**src/fled_consts.vh**
```
// fled_consts.vh: timing counts and state codes for the fieldbus led pattern generator
// assumes clk at 100 MHz; included by every design file of the block
`ifndef FLED_CONSTS_VH
`define FLED_CONSTS_VH

// clock period in ns
`define FLED_CLK_PERIOD_NS   10
// pattern phase lengths in ms
`define FLED_FLICKER_MS      50
`define FLED_FLASH_MS        200
`define FLED_PAUSE_MS        1000
// base tick: 50 ms in clock cycles, every phase is a whole number of ticks
`define FLED_TICK_CYCLES     ((`FLED_FLICKER_MS * 1000000) / `FLED_CLK_PERIOD_NS)
// phase lengths in ticks
`define FLED_FLASH_TICKS     (`FLED_FLASH_MS / `FLED_FLICKER_MS)
`define FLED_PAUSE_TICKS     (`FLED_PAUSE_MS / `FLED_FLICKER_MS)
// activity flicker hold after traffic stops, in ticks
`define FLED_ACT_HOLD_TICKS  2

// fieldbus state codes on al_state
`define FLED_ST_INIT         4'h1
`define FLED_ST_PREOP        4'h2
`define FLED_ST_BOOT         4'h3
`define FLED_ST_SAFEOP       4'h4
`define FLED_ST_OP           4'h8

// change/error flag value: booting error in init, autonomous state change in other states
`define FLED_CHANGE_ERR      8'h01

`endif

```
**src/fled_link.v**
```verilog
// fled_link.v: one port's link/activity indicator
// assumes link_valid and activity synchronous to clk, tick a one-cycle pulse every 50 ms
`timescale 1ns/10ps
`include "fled_consts.vh"

module fled_link #(
    parameter HOLD_TICKS = `FLED_ACT_HOLD_TICKS
) (
    input  wire clk,
    input  wire reset_n,
    input  wire tick,
    input  wire flicker,
    input  wire link_valid,
    input  wire activity,
    output reg  led_q
);

    reg [3:0] hold_q;

    // stretch traffic so short bursts still show a flicker
    always @(posedge clk or negedge reset_n) begin
        if (!reset_n) begin
            hold_q <= 4'h0;
        end else if (!link_valid) begin
            hold_q <= 4'h0;
        end else if (activity) begin
            hold_q <= HOLD_TICKS[3:0];
        end else if (tick && hold_q != 4'h0) begin
            hold_q <= hold_q - 4'h1;
        end
    end

    // off without link, steady on when idle, flicker with traffic
    always @(posedge clk or negedge reset_n) begin
        if (!reset_n) begin
            led_q <= 1'b0;
        end else if (!link_valid) begin
            led_q <= 1'b0;
        end else if (hold_q != 4'h0 || activity) begin
            led_q <= flicker;
        end else begin
            led_q <= 1'b1;
        end
    end

endmodule

```
**src/fled_top.v**
```verilog
// fled_top.v: fieldbus indicator pattern generator, link, state and error leds
// assumes all inputs synchronous to clk; leds are active high, off during reset
//
// Behaviour
// - link led: on when link idle, flicker with traffic, off without link
// - green state led steady on in operational
// - green blinks 200 ms on, 200 ms off in pre-operational
// - green single flash 200 ms on, 1000 ms off in safe-operational
// - green flickers 50/50 ms while booting, in bootstrap, or during download
// - green dark in init
// - red steady on after process-data-interface watchdog timeout
// - red blinks 200/200 ms on general configuration error
// - red flickers 50/50 ms on booting error: init with flag 0x01
// - red single flash on autonomous state change with flag 0x01
// - red double flash on application watchdog timeout
// - separate in and out link outputs, plus green/red state pair
`timescale 1ns/10ps
`include "fled_consts.vh"

module fled_top #(
    parameter TICK_CYCLES = `FLED_TICK_CYCLES
) (
    input  wire       clk,
    input  wire       reset_n,
    input  wire       link_in_valid,
    input  wire       link_in_activity,
    input  wire       link_out_valid,
    input  wire       link_out_activity,
    input  wire [3:0] al_state,
    input  wire       al_state_valid,
    input  wire       fw_download,
    input  wire [7:0] al_change_flag,
    input  wire       pdi_wdog_timeout,
    input  wire       config_error,
    input  wire       app_wdog_timeout,
    output wire       port_in_link_indicator,
    output wire       port_out_link_indicator,
    output reg        status_green_q,
    output reg        error_red_q,
    output reg        bicolor_pos_q,
    output reg        bicolor_neg_q
);

    // pattern selector codes, one-hot
    localparam [4:0] PAT_OFF     = 5'h01;
    localparam [4:0] PAT_ON      = 5'h02;
    localparam [4:0] PAT_BLINK   = 5'h04;
    localparam [4:0] PAT_SINGLE  = 5'h08;
    localparam [4:0] PAT_DOUBLE  = 5'h10;
    localparam       FLICK_SEL   = 1'b1;

    localparam       FLASH_N = `FLED_FLASH_TICKS;
    localparam       PAUSE_N = `FLED_PAUSE_TICKS;
    // phase lengths cut to the counter width on purpose
    localparam [4:0] FLASH_T = FLASH_N[4:0];
    localparam [4:0] PAUSE_T = PAUSE_N[4:0];
    // single flash frame: on + pause; double: on,off,on + pause
    localparam [4:0] SINGLE_LEN = FLASH_T + PAUSE_T;
    localparam [5:0] DOUBLE_LEN = {1'b0, FLASH_T} + {1'b0, FLASH_T} + {1'b0, FLASH_T} + {1'b0, PAUSE_T};

    reg [22:0] tdiv_q;
    reg        tick_q;
    reg        flick_q;
    reg [1:0]  blink_cnt_q;
    reg        blink_q;
    reg [4:0]  single_cnt_q;
    reg [5:0]  double_cnt_q;
    reg [5:0]  frame_q;
    reg        single_q;
    reg        double_q;

    // shared 50 ms timebase
    always @(posedge clk or negedge reset_n) begin
        if (!reset_n) begin
            tdiv_q <= 23'h000000;
            tick_q <= 1'b0;
        end else if (tdiv_q == TICK_CYCLES[22:0] - 23'h000001) begin
            tdiv_q <= 23'h000000;
            tick_q <= 1'b1;
        end else begin
            tdiv_q <= tdiv_q + 23'h000001;
            tick_q <= 1'b0;
        end
    end

    // free-running pattern phases, all stepped by the same tick
    always @(posedge clk or negedge reset_n) begin
        if (!reset_n) begin
            flick_q      <= 1'b0;
            blink_cnt_q  <= 2'h0;
            blink_q      <= 1'b0;
            single_cnt_q <= 5'h00;
            double_cnt_q <= 6'h00;
        end else if (tick_q) begin
            flick_q <= ~flick_q;
            if (blink_cnt_q == FLASH_T[1:0] - 2'h1) begin
                blink_cnt_q <= 2'h0;
                blink_q     <= ~blink_q;
            end else begin
                blink_cnt_q <= blink_cnt_q + 2'h1;
            end
            if (single_cnt_q == SINGLE_LEN - 5'h01) begin
                single_cnt_q <= 5'h00;
            end else begin
                single_cnt_q <= single_cnt_q + 5'h01;
            end
            if (double_cnt_q == DOUBLE_LEN - 6'h01) begin
                double_cnt_q <= 6'h00;
            end else begin
                double_cnt_q <= double_cnt_q + 6'h01;
            end
        end
    end

    // decode lit windows of the flash frames
    always @* begin
        frame_q  = double_cnt_q;
        single_q = (single_cnt_q < FLASH_T);
        double_q = (frame_q < {1'b0, FLASH_T}) ||
                   (frame_q >= {1'b0, FLASH_T} + {1'b0, FLASH_T} &&
                    frame_q <  {1'b0, FLASH_T} + {1'b0, FLASH_T} + {1'b0, FLASH_T});
    end

    reg [4:0] green_sel;
    reg       green_flick;
    reg [4:0] red_sel;
    reg       red_flick;

    // green pattern from the fieldbus state
    always @* begin
        green_sel   = PAT_OFF;
        green_flick = 1'b0;
        if (fw_download || !al_state_valid || al_state == `FLED_ST_BOOT) begin
            green_flick = FLICK_SEL;
        end else begin
            case (al_state)
                `FLED_ST_OP:     green_sel = PAT_ON;
                `FLED_ST_PREOP:  green_sel = PAT_BLINK;
                `FLED_ST_SAFEOP: green_sel = PAT_SINGLE;
                `FLED_ST_INIT:   green_sel = PAT_OFF;
                default:         green_sel = PAT_OFF;
            endcase
        end
    end

    // red pattern by fixed priority, first match wins
    always @* begin
        red_sel   = PAT_OFF;
        red_flick = 1'b0;
        if (pdi_wdog_timeout) begin
            red_sel = PAT_ON;
        end else if (app_wdog_timeout) begin
            red_sel = PAT_DOUBLE;
        end else if (al_state_valid && al_state == `FLED_ST_INIT && al_change_flag == `FLED_CHANGE_ERR) begin
            red_flick = FLICK_SEL;
        end else if (config_error) begin
            red_sel = PAT_BLINK;
        end else if (al_state_valid && al_change_flag == `FLED_CHANGE_ERR) begin
            red_sel = PAT_SINGLE;
        end else begin
            red_sel = PAT_OFF;
        end
    end

    // map a selector to the lamp level
    function lamp;
        input [4:0] sel;
        input       flk;
        input       blk;
        input       sgl;
        input       dbl;
        input       fl;
        begin
            if (flk) begin
                lamp = fl;
            end else begin
                case (sel)
                    PAT_ON:     lamp = 1'b1;
                    PAT_BLINK:  lamp = blk;
                    PAT_SINGLE: lamp = sgl;
                    PAT_DOUBLE: lamp = dbl;
                    default:    lamp = 1'b0;
                endcase
            end
        end
    endfunction

    // registered led outputs, two-lamp and bi-colour forms
    always @(posedge clk or negedge reset_n) begin
        if (!reset_n) begin
            status_green_q <= 1'b0;
            error_red_q    <= 1'b0;
            bicolor_pos_q  <= 1'b0;
            bicolor_neg_q  <= 1'b0;
        end else begin
            status_green_q <= lamp(green_sel, green_flick, blink_q, single_q, double_q, flick_q);
            error_red_q    <= lamp(red_sel, red_flick, blink_q, single_q, double_q, flick_q);
            // bi-colour: red wins the shared lamp when lit
            bicolor_neg_q  <= lamp(red_sel, red_flick, blink_q, single_q, double_q, flick_q);
            bicolor_pos_q  <= lamp(green_sel, green_flick, blink_q, single_q, double_q, flick_q) &
                              ~lamp(red_sel, red_flick, blink_q, single_q, double_q, flick_q);
        end
    end

    // per-port link indicators
    fled_link u_link_in (
        .clk        (clk),
        .reset_n    (reset_n),
        .tick       (tick_q),
        .flicker    (flick_q),
        .link_valid (link_in_valid),
        .activity   (link_in_activity),
        .led_q      (port_in_link_indicator)
    );

    fled_link u_link_out (
        .clk        (clk),
        .reset_n    (reset_n),
        .tick       (tick_q),
        .flicker    (flick_q),
        .link_valid (link_out_valid),
        .activity   (link_out_activity),
        .led_q      (port_out_link_indicator)
    );

endmodule

```
**config.mk**
```make
export PLATFORM = sky130hd
export DESIGN_NAME = fled_top
export DESIGN_NICKNAME = d
export VERILOG_FILES = /design/src/fled_link.v /design/src/fled_top.v
export VERILOG_INCLUDE_DIRS = /design/src
export SDC_FILE = /design/constraint.sdc
export NUM_CORES = 1
export LEC_CHECK = 0
export BUFFER_PORTS_ARGS = -buffer_cell sky130_fd_sc_hd__buf_2
export CAP_MARGIN = 10
export CORE_AREA = 2 2 97 99
export DETAILED_ROUTE_END_ITERATION = 10
export DIE_AREA = 0 0 99 101
export GPL_TIMING_DRIVEN = 0
export HOLD_SLACK_MARGIN = 0.08
export PLACE_DENSITY = 0.44
export SETUP_SLACK_MARGIN = 0.3
export SYNTH_ARGS = -nofsm -noshare
export SYNTH_HDL_FRONTEND = slang
export SYNTH_SLANG_ARGS = --single-unit
export TNS_END_PERCENT = 50
```
**constraint.sdc**
```tcl
create_clock -name clk -period 5.6 [get_ports clk]
set_input_delay 1.12 -clock clk [delete_from_list [all_inputs] [get_ports clk]]
set_output_delay 1.12 -clock clk [all_outputs]
set_load 0.03 [all_outputs]
```
==> results.toml <==
[status]
status = "completed"

[worst_setup_path]
path_delay_family = "compound AO/OA/AOI/OAI gates"
r2r-end = "tdiv_q[3]$_DFF_PN0_"
worst-path-max-fanout = 3
slowest_delay_ns = 0.41
rr_worst_depth = 5
start_kind = "input pin"
required_ns = 5.83
r2r_setup_slack_ns = 3.50
cp.arrival_ns = 2.37
end_kind = "flop"
cpMaxStageDelayCell = "a2111oi_0"
crit_chain = "buf_2, or4_1, a2111oi_0, o22ai_1, a211oi_1"
critical_path_class = "input pin to flop"
path_buf_inv = 1
r2r_start = "tdiv_q[0]$_DFF_PN0_"

[floorplanning]
die_area_um2 = 10000
io_pins = 29
die_h_um = 101
dieWidth_um = 99
start_util_pct = 29.1
core_area_um2 = 8980
rows = 35

[logic_synthesis]
synth_ff_type = "dfrtp_1"
synth_edf_count = 0
yosysUniqueCellTypes = 43
yosysTopAreaCellShare_pct = 49.7
async_reset_ff_share_pct = 100
ys_seq_area_share_pct = 49.7
postSynthCellCount = 259
avgSynthCellArea_um2 = 10.1
yosysWarnings = 0
ys_ff_latch = 52
netlist_top_cells_area = "dfrtp_1 (50%), xnor2_1 (5.4%), ha_1 (4.3%)"
netlist_area_um2 = 2620
synth_area_leader_cell = "dfrtp_1"
syn_nets = 291

[placed_design]
place.port_buffers = 28
placed_area_um2 = 2900
hpwl_mm = 3.63
gp_congestion = 0.788
dp_slack_ns = 3.11
placed_cells = 398

[sta]
rsz0062_at_grt = "no"
fin_skew_ns = 0.0106
slew_violations = 0
tns_ns = 0
setup_viol = 0
final.min_clock_period_ns = 2.14
hold_viol = 0
slew_headroom_pct = 43.5
fmax_mhz = 467
finalWorstSetupSlack_ns = 3.46
max_slew.worst_pin.slew_ns = 0.840
min_period_over_period_pct = 38.3

[clocking]
cts.sinks = 52
clk_path_buf_depth = 2
clock_latency_ns = 0.31
cts-htree-levels = 2
cts-root-buf = "clkbuf_8"
path_clk_slew_ns = 0.10
cts_tree = "yes"
postCtsHoldBufs = 0
cts_inserted_buffers = 5
post_cts_buffers = 0
cts.repair.resized = 0

[final_layout]
nNetsFinal = 327
syn_to_final_growth_pct = 17.5
drive_gt1_share_pct = 17.2
antennaDiodeCount = 0
fin_area_um2 = 3070
fin_cells = 407

[route]
routed_wirelength_mm = 5.14
avgRoutedWirePerCell_um = 12.6
route.detailed.drc = 0
drt.antenna.violating_nets = 0
vias = 1927
drt_iter0_drc = 87
dr.pass1.iters = 4
viasPerCell = 4.73

[global_route]
grt_antenna_before_repair = 0
grt-ovfl-total = 0
grt_pass1_wl_mm = 9.25
grt_start_max_net_pins = 53
first_global_vias = 1978
grtUsageTotal_pct = 11.4

[pwr]
irDropWorstVdd_uv = 106
p_leak_nw = 1.37
total_power_w = 0.000772
powerDensity_nw_per_um2 = 251

[job]
cap_viol_max_count = 0

[worst_hold_path]
hold_path_class = "flop to flop"
hold_start = "tdiv_q[0]$_DFF_PN0_"
whs_path_depth = 1
min_to = "tdiv_q[0]$_DFF_PN0_"
worst register-to-register path, cell delays in order (launching register included):
cell	delay (ns)
dfrtp_1	0.39
ha_1	0.27
inv_1	0.07
or3_2	0.47
nor3_2	0.65
nor2_1	0.12
cell families (layout without fill, tap and decap cells):
family,Yosys count,count (layout),synth area share [%]
mux,5,5,2.06
buf+inv,19,56,2.92
simple gates,115,115,24.2
compound gates,32,32,7.70
fa+ha+maj,9,9,4.30
flops,52,52,49.7
xor+xnor,27,27,9.04
synthesized netlist by cell type, types with 4 or more instances:
cell type   n
nand4_1     7
nand2b_1    4
nor4_1      4
nor3_1      7
nand3_1    19
clkbuf_1    5
xnor2_1    16
nor2_1     22
xor2_1     11
ha_1        9
inv_1      12
or3_1       5
nor4b_1     4
dfrtp_1    52
o21a_1      4
nand2_1    20
o21ai_0    11
a21oi_1     5
layer usage:
metal  share of wire [%]  track usage, %  wire [um]
met1                  48            14.9       2470
met2                  46            19.0       2350
met3                 5.1            2.70        263
met4                 1.1            3.48         56
met5                   0               0          0
state kept, by name, summed over array words and instances, names as in the netlist:
register,flops
bicolor_pos_q,1
u_link_out.led_q,1
flick_q,1
double_cnt_q,6
tdiv_q,23
u_link_in.led_q,1
tick_q,1
status_green_q,1
u_link_in.hold_q,4
single_cnt_q,5
blink_q,1
blink_cnt_q,2
bicolor_neg_q,1
u_link_out.hold_q,4
through the flow:
stage,hold slack [ns],util (%)
4_1_cts,0.493,34.0
3_3_place_gp,0.475,32.3
6_report,0.487,34.2
3_5_place_dp,0.479,32.3
5_1_grt,0.517,34.2
2_1_floorplan,0.455,-
power by group:
part	internal (W)	switching [W]
logic	0.0000159	0.0000236
registers	0.000378	0.00000117
clock network	0.000223	0.000130
total	0.000617	0.000155
how the worst max path moves through the flow:
stage / startpoint / endpoint / slack, ns / depth (start not counted)
2_1_floorplan: al_state[3] / bicolor_pos_q$_DFF_PN0_ / 3.34 / 4
3_3_place_gp: al_state[3] / bicolor_pos_q$_DFF_PN0_ / 3.07 / 5
3_5_place_dp: al_state[3] / bicolor_pos_q$_DFF_PN0_ / 3.11 / 5
4_1_cts: tdiv_q[0]$_DFF_PN0_ / tdiv_q[3]$_DFF_PN0_ / 3.44 / 5
5_1_grt: al_state[3] / bicolor_pos_q$_DFF_PN0_ / 3.32 / 5
6_report: al_state[3] / bicolor_pos_q$_DFF_PN0_ / 3.46 / 5
placed cells by master, fill, tap and decap left out, types with 5 or more instances in the layout:
| master | count |
|---|---|
| nand3_1 | 19 |
| clkbuf_1 | 5 |
| dfrtp_1 | 52 |
| or3_1 | 5 |
| nor2_1 | 22 |
| nor3_1 | 7 |
| buf_2 | 29 |
| a21oi_1 | 5 |
| nand4_1 | 7 |
| clkbuf_8 | 5 |
| nand2_1 | 20 |
| ha_1 | 9 |
| o21ai_0 | 11 |
| inv_1 | 12 |
| xnor2_1 | 16 |
| xor2_1 | 11 |
cell type report:
| cell class | instances | area, um2 |
|---|---|---|
| buffer | 7 | 31.3 |
| clock buffer | 5 | 68.8 |
| clock inverter | 3 | 90.1 |
| fill | 907 | 5900 |
| inverter | 12 | 45.0 |
| multi-input combinational | 188 | 1240 |
| sequential | 52 | 1300 |
| tap | 111 | 139 |
| timing repair buffer | 29 | 160 |
(Power assumes the default switching activity.)
